===== src/hw/region_event_pkg.sv =====
// Purpose: shared types and constants for the region event flag logic
// Assumes: one clock, synchronous active-high reset
// Notes:   flags are held per region, one bit per region in each flag kind
`default_nettype none

package region_event_pkg;

  ////////////////////////////////////////////////////////////////////////////
  // sizes and constants
  localparam int unsigned REGION_COUNT = 4;            // regions watched
  localparam int unsigned REGION_BITS  = 2;            // width of a region index
  localparam int unsigned FLAG_KINDS   = 5;            // kinds of status flag
  localparam int unsigned ADDR_BITS    = 32;           // descriptor address width

  // flag kind positions inside the status array
  localparam int unsigned FLAG_END      = 0;           // end of monitoring
  localparam int unsigned FLAG_WRAP     = 1;           // wrap condition
  localparam int unsigned FLAG_BUS_ERR  = 2;           // system bus error
  localparam int unsigned FLAG_MISMATCH = 3;           // digest mismatch
  localparam int unsigned FLAG_HASH     = 4;           // region hash completed

  localparam logic [ADDR_BITS-1:0]    DESC_STRIDE      = 32'h0000_0010; // descriptor size
  localparam logic [ADDR_BITS-1:0]    NEXT_ADDR_RESET  = 32'h0000_0000; // next address at reset
  localparam logic [REGION_COUNT-1:0] FLAGS_RESET      = 4'h0;          // flags at reset

  ////////////////////////////////////////////////////////////////////////////
  // types
  typedef logic [REGION_COUNT-1:0] region_bits_t;      // one bit per region
  typedef logic [REGION_BITS-1:0]  region_idx_t;       // region index

  // per-descriptor configuration word, suppress bits active high
  typedef struct packed {
    logic end_irq_suppress;                            // keep end flag cleared
    logic wrap_irq_suppress;                           // keep wrap flag cleared
    logic bus_error_irq_suppress;                      // keep bus error flag cleared
    logic digest_mismatch_irq_suppress;                // keep mismatch flag cleared
    logic hash_done_irq_suppress;                      // keep hash done flag cleared
  } region_cfg_t;

  // one event beat from the descriptor engine
  typedef struct packed {
    logic                  desc_done;                  // descriptor processed pulse
    logic                  bus_error;                  // bus error pulse
    logic                  digest_mismatch;            // digest mismatch pulse
    region_idx_t           region;                     // region the beat belongs to
    logic                  main_list;                  // descriptor is in the main list
    logic                  end_of_monitoring;          // descriptor ends the main list
    logic                  wrap;                       // wrap command bit
    logic                  next_zero;                  // next field equals zero
    logic [ADDR_BITS-1:0]  desc_addr;                  // address of this descriptor
    region_cfg_t           cfg;                        // that region's configuration
  } mon_event_t;

  // software view of the flags
  typedef struct packed {
    region_bits_t region_hash_done_flag;               // hash completed per region
    region_bits_t region_digest_mismatch_flag;         // digest mismatch per region
    region_bits_t region_bus_error_flag;               // bus error per region
    region_bits_t region_wrap_flag;                    // wrap condition per region
    region_bits_t region_end_flag;                     // end of monitoring per region
  } monitor_irq_status_t;

  typedef logic [FLAG_KINDS-1:0][REGION_COUNT-1:0] flag_array_t; // same bits, indexable

  // monitoring sequence state
  typedef enum logic [0:0] {
    MON_RUN   = 1'b0,                                  // walking the list
    MON_ENDED = 1'b1                                   // list terminated
  } mon_state_t;

  ////////////////////////////////////////////////////////////////////////////
  // one-hot mask of a region index
  function automatic region_bits_t region_mask(input region_idx_t idx);
    region_mask = region_bits_t'(1) << idx;
  endfunction : region_mask

  // address of the next descriptor to fetch
  function automatic logic [ADDR_BITS-1:0] next_desc_addr(
      input logic                 wrap,
      input logic [ADDR_BITS-1:0] cur,
      input logic [ADDR_BITS-1:0] base);
    next_desc_addr = wrap ? base : cur + DESC_STRIDE;
  endfunction : next_desc_addr

endpackage : region_event_pkg

`default_nettype wire


===== src/hw/region_event_monitor.sv =====
// Purpose: per-region event flags and next-descriptor address of a monitor
// Assumes: events arrive as one-cycle beats synchronous to CLOCK_IN
// Notes:   flags are sticky; software clears them through FLAG_CLEAR_IN
`default_nettype none

// Behaviour
// - end flag set on end descriptor unless suppressed
// - wrap flag set on main wrap unless suppressed
// - bus error flag set on error unless suppressed
// - mismatch flag set on digest difference unless suppressed
// - hash done flag on zero next unless suppressed
// - end descriptor ends list, wrap bit ignored
// - next address is current plus 0x10, or base
module region_event_monitor
  import region_event_pkg::*;
(
  input  wire logic                               CLOCK_IN,           // system clock
  input  wire logic                               SYS_RST_IN,         // sync reset
  input  wire region_event_pkg::mon_event_t       EVENT_IN,           // event beat
  input  wire logic [region_event_pkg::ADDR_BITS-1:0] DESCRIPTOR_BASE_ADDRESS_IN, // list base
  input  wire logic                               MONITOR_START_IN,   // restart the list
  input  wire region_event_pkg::monitor_irq_status_t FLAG_CLEAR_IN,   // clear masks
  output var  region_event_pkg::monitor_irq_status_t MONITOR_IRQ_STATUS_OUT, // flags
  output var  logic [region_event_pkg::ADDR_BITS-1:0] NEXT_ADDR_OUT,  // next fetch address
  output var  logic                               NEXT_ADDR_VALID_OUT, // next address pulse
  output var  logic                               LIST_END_OUT        // list terminated
);

  ////////////////////////////////////////////////////////////////////////////
  // sequencing state
  typedef struct packed {
    mon_state_t           mode;             // run or ended
    logic [ADDR_BITS-1:0] next_addr;        // next descriptor address
    logic                 next_valid;       // next address issued
  } seq_state_t;

  seq_state_t   state;                      // registered state
  seq_state_t   next_state;                 // next value
  logic [FLAG_KINDS-1:0] set_any;           // set condition per kind
  logic [FLAG_KINDS-1:0] suppress;          // suppress bit per kind
  flag_array_t  clear_arr;                  // clear masks as array
  flag_array_t  flag_arr;                   // flags as array

  ////////////////////////////////////////////////////////////////////////////
  // setting conditions per flag kind
  always_comb begin
    set_any  = '0;
    set_any[FLAG_END]      = EVENT_IN.desc_done && EVENT_IN.end_of_monitoring;
    set_any[FLAG_WRAP]     = EVENT_IN.desc_done && EVENT_IN.main_list
                             && EVENT_IN.wrap && !EVENT_IN.end_of_monitoring;
    set_any[FLAG_BUS_ERR]  = EVENT_IN.bus_error;
    set_any[FLAG_MISMATCH] = EVENT_IN.digest_mismatch;
    set_any[FLAG_HASH]     = EVENT_IN.desc_done && EVENT_IN.next_zero;
  end

  // suppress bits of the region config
  always_comb begin
    suppress                = '0;
    suppress[FLAG_END]      = EVENT_IN.cfg.end_irq_suppress;
    suppress[FLAG_WRAP]     = EVENT_IN.cfg.wrap_irq_suppress;
    suppress[FLAG_BUS_ERR]  = EVENT_IN.cfg.bus_error_irq_suppress;
    suppress[FLAG_MISMATCH] = EVENT_IN.cfg.digest_mismatch_irq_suppress;
    suppress[FLAG_HASH]     = EVENT_IN.cfg.hash_done_irq_suppress;
  end

  assign clear_arr = flag_array_t'(FLAG_CLEAR_IN);

  ////////////////////////////////////////////////////////////////////////////
  // one sticky bank per flag kind
  for (genvar k = 0; k < FLAG_KINDS; k++) begin : g_bank
    region_flag_bank u_bank (
      .clk_in      (CLOCK_IN),
      .rst_in      (SYS_RST_IN),
      .set_in      (set_any[k]),
      .suppress_in (suppress[k]),
      .region_in   (EVENT_IN.region),
      .clear_in    (clear_arr[k]),
      .flags_out   (flag_arr[k])
    );
  end

  assign MONITOR_IRQ_STATUS_OUT = monitor_irq_status_t'(flag_arr);

  ////////////////////////////////////////////////////////////////////////////
  // next descriptor address and list termination
  always_comb begin
    next_state            = state;
    next_state.next_valid = 1'b0;
    case (state.mode)
      MON_RUN: begin
        if (EVENT_IN.desc_done && EVENT_IN.main_list) begin
          if (EVENT_IN.end_of_monitoring) begin
            next_state.mode = MON_ENDED;                        // wrap ignored
          end else begin
            next_state.next_addr  = next_desc_addr(EVENT_IN.wrap, EVENT_IN.desc_addr,
                                                   DESCRIPTOR_BASE_ADDRESS_IN);
            next_state.next_valid = 1'b1;
          end
        end
      end
      MON_ENDED: begin
        // stays ended until software restarts
      end
      default: begin
        next_state.mode = MON_ENDED;
      end
    endcase
    if (MONITOR_START_IN) begin                                 // restart at the base
      next_state.mode       = MON_RUN;
      next_state.next_addr  = DESCRIPTOR_BASE_ADDRESS_IN;
      next_state.next_valid = 1'b1;
    end
  end

  // register the state
  always_ff @(posedge CLOCK_IN) begin
    if (SYS_RST_IN) begin
      state.mode       <= MON_RUN;
      state.next_addr  <= NEXT_ADDR_RESET;
      state.next_valid <= 1'b0;
    end else begin
      state <= next_state;
    end
  end

  assign NEXT_ADDR_OUT       = state.next_addr;
  assign NEXT_ADDR_VALID_OUT = state.next_valid;
  assign LIST_END_OUT        = (state.mode == MON_ENDED);
endmodule : region_event_monitor

`default_nettype wire


===== src/hw/region_flag_bank.sv =====
// Purpose: one kind of sticky status flag, one bit per region
// Assumes: set and clear are single-cycle pulses in the clock domain
// Notes:   a set in the same cycle as a clear of that bit wins
`default_nettype none

module region_flag_bank
  import region_event_pkg::*;
(
  input  wire logic         clk_in,        // system clock
  input  wire logic         rst_in,        // synchronous reset, active high
  input  wire logic         set_in,        // setting condition met
  input  wire logic         suppress_in,   // region config keeps flag cleared
  input  wire region_idx_t  region_in,     // region of the condition
  input  wire region_bits_t clear_in,      // software clear mask
  output var  region_bits_t flags_out      // current flags
);

  ////////////////////////////////////////////////////////////////////////////
  typedef struct packed {
    region_bits_t flags;                   // sticky flags
  } bank_state_t;

  bank_state_t state;                      // registered state
  bank_state_t next_state;                 // next value

  // clear first, then set so the event is never lost
  always_comb begin
    next_state       = state;
    next_state.flags = state.flags & ~clear_in;
    if (set_in && !suppress_in) begin      // suppressed flags stay clear
      next_state.flags = next_state.flags | region_mask(region_in);
    end
  end

  // register the state
  always_ff @(posedge clk_in) begin
    if (rst_in) begin
      state.flags <= FLAGS_RESET;
    end else begin
      state <= next_state;
    end
  end

  assign flags_out = state.flags;

endmodule : region_flag_bank

`default_nettype wire


===== config.mk =====
export PLATFORM = sky130hd
export DESIGN_NAME = region_event_monitor
export DESIGN_NICKNAME = d
export VERILOG_FILES = /design/src/hw/region_event_pkg.sv /design/src/hw/region_event_monitor.sv /design/src/hw/region_flag_bank.sv
export SDC_FILE = /design/constraint.sdc
export NUM_CORES = 1
export LEC_CHECK = 0
export BUFFER_PORTS_ARGS = -buffer_cell sky130_fd_sc_hd__buf_2
export CORE_MARGIN = 2
export CORE_UTILIZATION = 35
export DETAILED_ROUTE_END_ITERATION = 7
export HOLD_SLACK_MARGIN = 0.1
export SYNTH_ARGS = -nofsm -noshare
export SYNTH_HDL_FRONTEND = slang
export SYNTH_HIERARCHICAL = 1
export SYNTH_SLANG_ARGS = --single-unit

===== constraint.sdc =====
create_clock -name CLOCK_IN -period 1.8 [get_ports CLOCK_IN]
set_clock_uncertainty 0.05 [all_clocks]
set_input_delay 0.18 -clock CLOCK_IN [delete_from_list [all_inputs] [get_ports CLOCK_IN]]
set_output_delay 0.18 -clock CLOCK_IN [all_outputs]
set_load 0.02 [all_outputs]

==> run_results.csv, run 1 <==
group,metric,value,unit
worst_setup_path,crit_type,"flop to flop",
timing,fmax,0.626,GHz
worst_setup_path,worst-path-buf-inv,0,
floorplanning,rows,33,
synthesis,synth_seq_cells,54,
synthesis,synth_cell_type_count,40,
synthesis,netlist_area,0.00290,sq mm
pwr,power_frac_comb,24.4,%
placement,dpl.hpwl,6.99,mm
grt,grt_usage,20.0,%
synthesis,synth_cells,348,
clock_network,root_buffer,"clkbuf_8",
timing,finalSetupViolCount,0,
pwr,powerDensity,618,mW/mm^2
grt,use_met2,35.3,%
synthesis,synth.top_cell.area_share,37.3,%
pwr,netSwitchingPower,0.784,mW
pwr,clkPwrFrac,27.0,%
worst_setup_path,crit_arrival,1.78,ns
synthesis,synth-edff-count,0,
cells_and_area,design_area,0.00431,sq mm
synthesis,ys_seq_area_share,37.3,%
timing,finalWorstSetupSlack,0.203,ns
grt,grt_start_max_net_pins,34,
clock_network,cts_sinks,54,
clock_network,numCtsBuffers,5,
pwr,total_power,2.66,mW
pwr,p_leak,1.89,nW
cells_and_area,final_cells,649,
detailed_routing,num_vias,3290,
detailed_routing,drt_iter0_drc,84,
pwr,p_sw_share,29.5,%
synthesis,syn-num-nets,450,
synthesis,avgSynthCellArea,8.32,sq um
detailed_routing,wl_per_cell,14.5,microns
placement,place_area,0.00391,sq mm
cells_and_area,fin_util,52.9,%
timing,slew_violations,0,
floorplanning,die-area,0.00902,sq mm
floorplanning,num_io_pins,155,
grt,grtUsageMet1,25.1,%
worst_setup_path,slowest_stage,"dfxtp_1",
synthesis,yosys_warnings,6,
pwr,seqPwrFrac,48.5,%
detailed_routing,ant_nets,0,
worst_setup_path,max_stage_delay,0.36,ns
detailed_routing,first_pass_iters,4,
timing,finalHoldViolations,0,
min_path,hp-class,"primary input to flop",
clock_network,clk_latency,0.29,ns
synthesis,async_flop_share,0,%
worst_setup_path,path_max_fanout,11,
synthesis,ys_top_cells_by_area,"dfxtp_1 (37%), a21oi_1 (6.4%), nor2_1 (4.7%)",
pwr,p_int,1.88,mW
pwr,ir_worst_vdd,302,uV
cells_and_area,finish.net_count,645,
worst_setup_path,required,1.98,ns
placement,place_congestion,0.827,
detailed_routing,drt_wl_total,9.43,mm
floorplanning,die_w,95.0,microns
worst_setup_path,path_delay_family,"simple AND/OR/NAND/NOR gates",
clock_network,clock_path_buffers,2,
grt,grt_overflow,0,
worst_setup_path,path_cells,"nand4bb_2 -> nor3_2 -> nand2_1 -> o21ai_0",
synthesis,synth-main-ff-cell,"dfxtp_1",
placement,dpl.cell_count,612,
timing,worst_slew_pin_slew,0.397,ns
detailed_routing,drc,0,
grt,met3_usage,3.51,%
floorplanning,start_util,35.6,%
grt,antenna_found_initial,0,
detailed_routing,routed_via_density,5.07,
timing,finalWorstPathRequiredPeriod,1.60,ns
cells_and_area,drive_above_1_share,35.5,%
cells_and_area,diodes,0,
grt,grt_pass1_vias,3034,
placement,dp_slack,0.0219,ns
placement,portBuffers,154,
floorplanning,die_height,95.0,microns
timing,rsz0062_at_grt,"no",
floorplanning,core_area,0.00813,sq mm
clock_network,post_cts_buffers,0,
job,drv_cap,0,
clock_network,cts_tree,"done",
grt,busiest_layer,"met2",
timing,period_share,88.7,%
clock_network,clk_pin_slew,0.10,ns
clock_network,cts_max_level,2,
cells_and_area,area_growth,48.6,%
outcome,outcome,"completed",
timing,slew_headroom,73.5,%
grt,grt_pass1_wl,14.3,mm
synthesis,synth_top_area_cell,"dfxtp_1",
timing,worst_hold_slack,0.115,ns
timing,tns,0,ns
worst_setup_path,start_kind,"flop",
worst_setup_path,critical_path.endpoint_type,"flop",
[registers in the layout (all words and copies together), names as in the netlist]
| name | count |
|---|---|
| NEXT_ADDR_OUT | 32 |
| NEXT_ADDR_VALID_OUT | 1 |
| LIST_END_OUT | 1 |
| g_bank.u_bank/flags_out | 20 |
[layout by cell type (no fill, tap or decap), drive strengths merged, types with 9 or more instances in the layout]
cell type,netlist,final
a21oi,37,37
a22oi,11,11
a31oi,9,9
buf,3,177
dfxtp,54,54
dlygate4sd3,0,29
inv,10,11
nand2,18,18
nand2b,21,21
nand3,9,9
nand4bb,11,11
nor2,36,36
nor3,16,16
o22ai,16,16
xnor2,13,13
xor2,13,13
[repair_timing]
action / in CTS / in global routing
hold buffers: 29 / 0
hold endpoints to repair: 29 / 0
gates resized for setup: 0 / 2
setup endpoints to repair: 0 / 11
[synth_stat cells (2+ instances only)]
cell       count
nand4bb_1     11
o221ai_1       7
inv_1         10
nand4_1        7
o22ai_1       16
buf_1          2
nor3_1        15
nor4_4         2
xnor2_1       13
dfxtp_1       54
a21oi_1       37
a22oi_1       11
and3_1         3
clkbuf_1      15
nand4b_1       5
nand3_1        8
nand2_1       18
and2_1         4
a221oi_1       6
o21ai_0        5
nand2b_1      21
a31oi_1        9
xor2_1        13
or4b_1         5
nor2_1        36
[power groups by stage]
stage          registers (mW)  clock network, mW  logic, mW
2_1_floorplan            1.39                  0      0.230
3_3_place_gp             1.32                  0      0.596
3_5_place_dp             1.32                  0      0.599
4_1_cts                  1.29              0.748      0.650
5_1_grt                  1.30              0.795      0.713
6_report                 1.29              0.719      0.650
[metal layers]
layer | vias up | part of all wire (%)
met5 | - | 0
met1 | 1516 | 44
li1 | 1673 | -
met4 | 0 | 0.82
met3 | 6 | 5.2
met2 | 95 | 50
[cell type report]
cell class / count / area (sq um)
clock buffer: 6 / 82.6
timing repair buffer: 206 / 1230
fill: 809 / 3830
clock inverter: 2 / 16.3
tap: 105 / 131
sequential: 54 / 1080
multi-input combinational: 265 / 1720
inverter: 11 / 41.3
[worst min-delay path, delay by kind of cell]
| family | cells | cell delay (ns) |
|---|---|---|
| buf+inv | 1 | 0.10 |
| simple gates | 1 | 0.10 |
| compound gates | 1 | 0.05 |
[cell families after synthesis]
logic type | after synthesis | synth area share, %
AOI/OAI and AO/OA | 96 | 20.7
xor gates and xnor gates | 26 | 7.86
DFF | 54 | 37.3
buffers and inverters | 29 | 3.89
adders and majority gates | 1 | 0.432
and+or+nand+nor | 142 | 29.8
[worst paths after layout]
check / slack [ns] / startpoint / depth (start not counted) / to
max: 0.20 / LIST_END_OUT / 4 / NEXT_ADDR_OUT[20]
min: 0.11 / EVENT_IN[3] / 3 / g_bank[1].u_bank/flags_out[0]
max reg2reg: 0.20 / LIST_END_OUT / 4 / NEXT_ADDR_OUT[20]
min reg2reg: 0.42 / g_bank[2].u_bank/flags_out[3] / 2 / g_bank[2].u_bank/flags_out[3]
No activity file was read; power rests on OpenSTA's default activity.
==> inputs of run 2 (changes only) <==
Settings changed: ABC_AREA set to 1.
==> run_results.csv, run 2 <==
group,metric,value,unit
pwr,p_leak,2.54,nW
synthesis,synth_compound_area_share,14.5,%
synthesis,netlist_area,0.00345,sq mm
clock_network,clk_pin_slew,0.09,ns
detailed_routing,drc,0,
grt,grt_usage,21.7,%
synthesis,yosysMostFrequentCell,"nand2_1",
cells_and_area,final_cells,919,
clock_network,cts_max_level,2,
timing,slew_violations,0,
timing,finalWorstPathRequiredPeriod,1.69,ns
grt,grt_overflow,0,
synthesis,synth_xor_xnor_area_share,1.27,%
cells_and_area,layout_common_cells,"nand2_1 (184), buf_2 (154), nor2_1 (97)",
synthesis,synth_cell_type_count,28,
timing,worst_slew_pin_slew,0.460,ns
pwr,ir_worst_vdd,279,uV
timing,worst_hold_slack,0.108,ns
worst_setup_path,critical_path.endpoint_type,"flop",
placement,place_area,0.00441,sq mm
synthesis,synth_cells,582,
synthesis,synth.top_cell.area_share,31.3,%
placement,dpl.hpwl,8.91,mm
floorplanning,num_io_pins,155,
timing,period_share,94.2,%
worst_setup_path,path_max_fanout,6,
synthesis,synth_commonest_cells,"nand2_1 (184), nor2_1 (97), inv_1 (75)",
cells_and_area,fin_util,51.6,%
cells_and_area,design_area,0.00500,sq mm
synthesis,syn-num-nets,684,
clock_network,cts_sinks,54,
detailed_routing,num_vias,4331,
timing,slew_headroom,69.3,%
detailed_routing,drt_wl_total,12.0,mm
timing,rsz0062_at_grt,"no",
detailed_routing,wl_per_cell,13.0,microns
floorplanning,rows,36,
clock_network,root_buffer,"clkbuf_8",
synthesis,synth-simple-area-share,41.5,%
synthesis,avgSynthCellArea,5.93,sq um
floorplanning,die_height,103,microns
grt,grt_pass1_vias,4028,
worst_setup_path,crit_arrival,1.85,ns
synthesis,synth-edff-count,0,
pwr,powerDensity,532,mW/mm^2
clock_network,clk_latency,0.31,ns
synthesis,synth-main-ff-cell,"dfxtp_1",
timing,fmax,0.590,GHz
worst_setup_path,required,1.96,ns
synthesis,synth_mux_area_share,0,%
synthesis,synth_fa_ha_area_share,0.362,%
synthesis,ys_seq_area_share,31.3,%
synthesis,async_flop_share,0,%
timing,tns,0,ns
timing,finalSetupViolCount,0,
detailed_routing,drt_iter0_drc,173,
grt,antenna_found_initial,0,
detailed_routing,routed_via_density,4.71,
grt,grt_start_max_net_pins,39,
placement,portBuffers,154,
synthesis,synth_top_area_cell,"dfxtp_1",
placement,dpl.cell_count,861,
synthesis,ys_top_cells_by_area,"dfxtp_1 (31%), nand2_1 (20%), nor2_1 (11%)",
grt,grt_pass1_wl,18.2,mm
cells_and_area,diodes,0,
timing,finalHoldViolations,0,
outcome,outcome,"completed",
detailed_routing,first_pass_iters,5,
cells_and_area,drive_above_1_share,24.9,%
clock_network,clock_path_buffers,2,
worst_setup_path,crit_type,"flop to flop",
synthesis,yosys_warnings,6,
cells_and_area,final_common_cell,"nand2_1",
cells_and_area,largest_register_ffs,32,
detailed_routing,ant_nets,0,
cells_and_area,finish.net_count,888,
cells_and_area,area_growth,44.7,%
min_path,hp-class,"primary input to flop",
clock_network,numCtsBuffers,5,
floorplanning,die-area,0.0107,sq mm
synthesis,synth_top_family_by_area,"simple AND/OR/NAND/NOR gates",
worst_setup_path,start_kind,"flop",
placement,place_congestion,0.968,
floorplanning,core_area,0.00968,sq mm
job,drv_cap,0,
floorplanning,start_util,35.6,%
floorplanning,die_w,103,microns
synthesis,synth_seq_cells,54,
clock_network,cts_tree,"done",
## run 2: layout make-up
class,count,area (sq um)
repair buffers,214,1390
flip-flops and latches,54,1080
well taps,133,166
multi-input cells,433,1990
fillers,985,4690
clock buffers,7,76.3
inverters,78,295
## run 2: where the power goes
group          leakage (nW)  switching, mW  internal [mW]
sequential            0.442         0.0273           1.25
combinational          2.06          0.414          0.307
clock                0.0383          0.392          0.269
## run 2: metrics by stage
stage	total power [mW]	setup slack (ns)
global route	2.80	0.0120
CTS	2.67	0.0269
detailed placement	1.94	0.290
finish	2.66	0.105
global placement	1.94	0.321
floorplan	1.64	0.498
## run 2: worst max-delay path, cell delays in order (launching register included)
cell and delay, ns:
dfxtp_1 0.31, inv_1 0.11, nand3_2 0.13, nand2_1 0.08, inv_1 0.07, buf_12 0.14
nand2_1 0.06, a31oi_1 0.08, dlygate4sd3_1 0.57
## run 2: cells by family (layout without fill, tap and decap cells)
family,count (synthesis),in the layout
AOI/OAI and AO/OA,85,85
xor gates and xnor gates,5,5
adders and majority gates,1,1
buffers and inverters,95,299
DFF,54,54
and+or+nand+nor,342,342
## run 2: path summary, 6_finish.rpt
kind	start	endpoint	slack (ns)	depth (start not counted)
setup / recovery	LIST_END_OUT	NEXT_ADDR_OUT[1]	0.11	8
hold / removal	EVENT_IN[3]	g_bank[1].u_bank/flags_out[1]	0.11	4
setup reg to reg	LIST_END_OUT	NEXT_ADDR_OUT[1]	0.11	8
hold reg to reg	g_bank[1].u_bank/flags_out[1]	g_bank[1].u_bank/flags_out[1]	0.42	2
## run 2: what timing repair did
| action | in CTS | in global routing |
|---|---|---|
| buffers inserted | 0 | 5 |
| resized for setup | 0 | 3 |
| endpoints found under the setup margin | 0 | 2 |
| hold endpoints to repair | 32 | 0 |
| hold buffers | 46 | 0 |
## run 2: routing by layer
| metal | track usage [%] | part of all wire (%) |
|---|---|---|
| met1 | 26.2 | 44 |
| met2 | 39.3 | 48 |
| met3 | 3.29 | 5.7 |
| met4 | 7.39 | 2.3 |
| met5 | 0 | 0 |
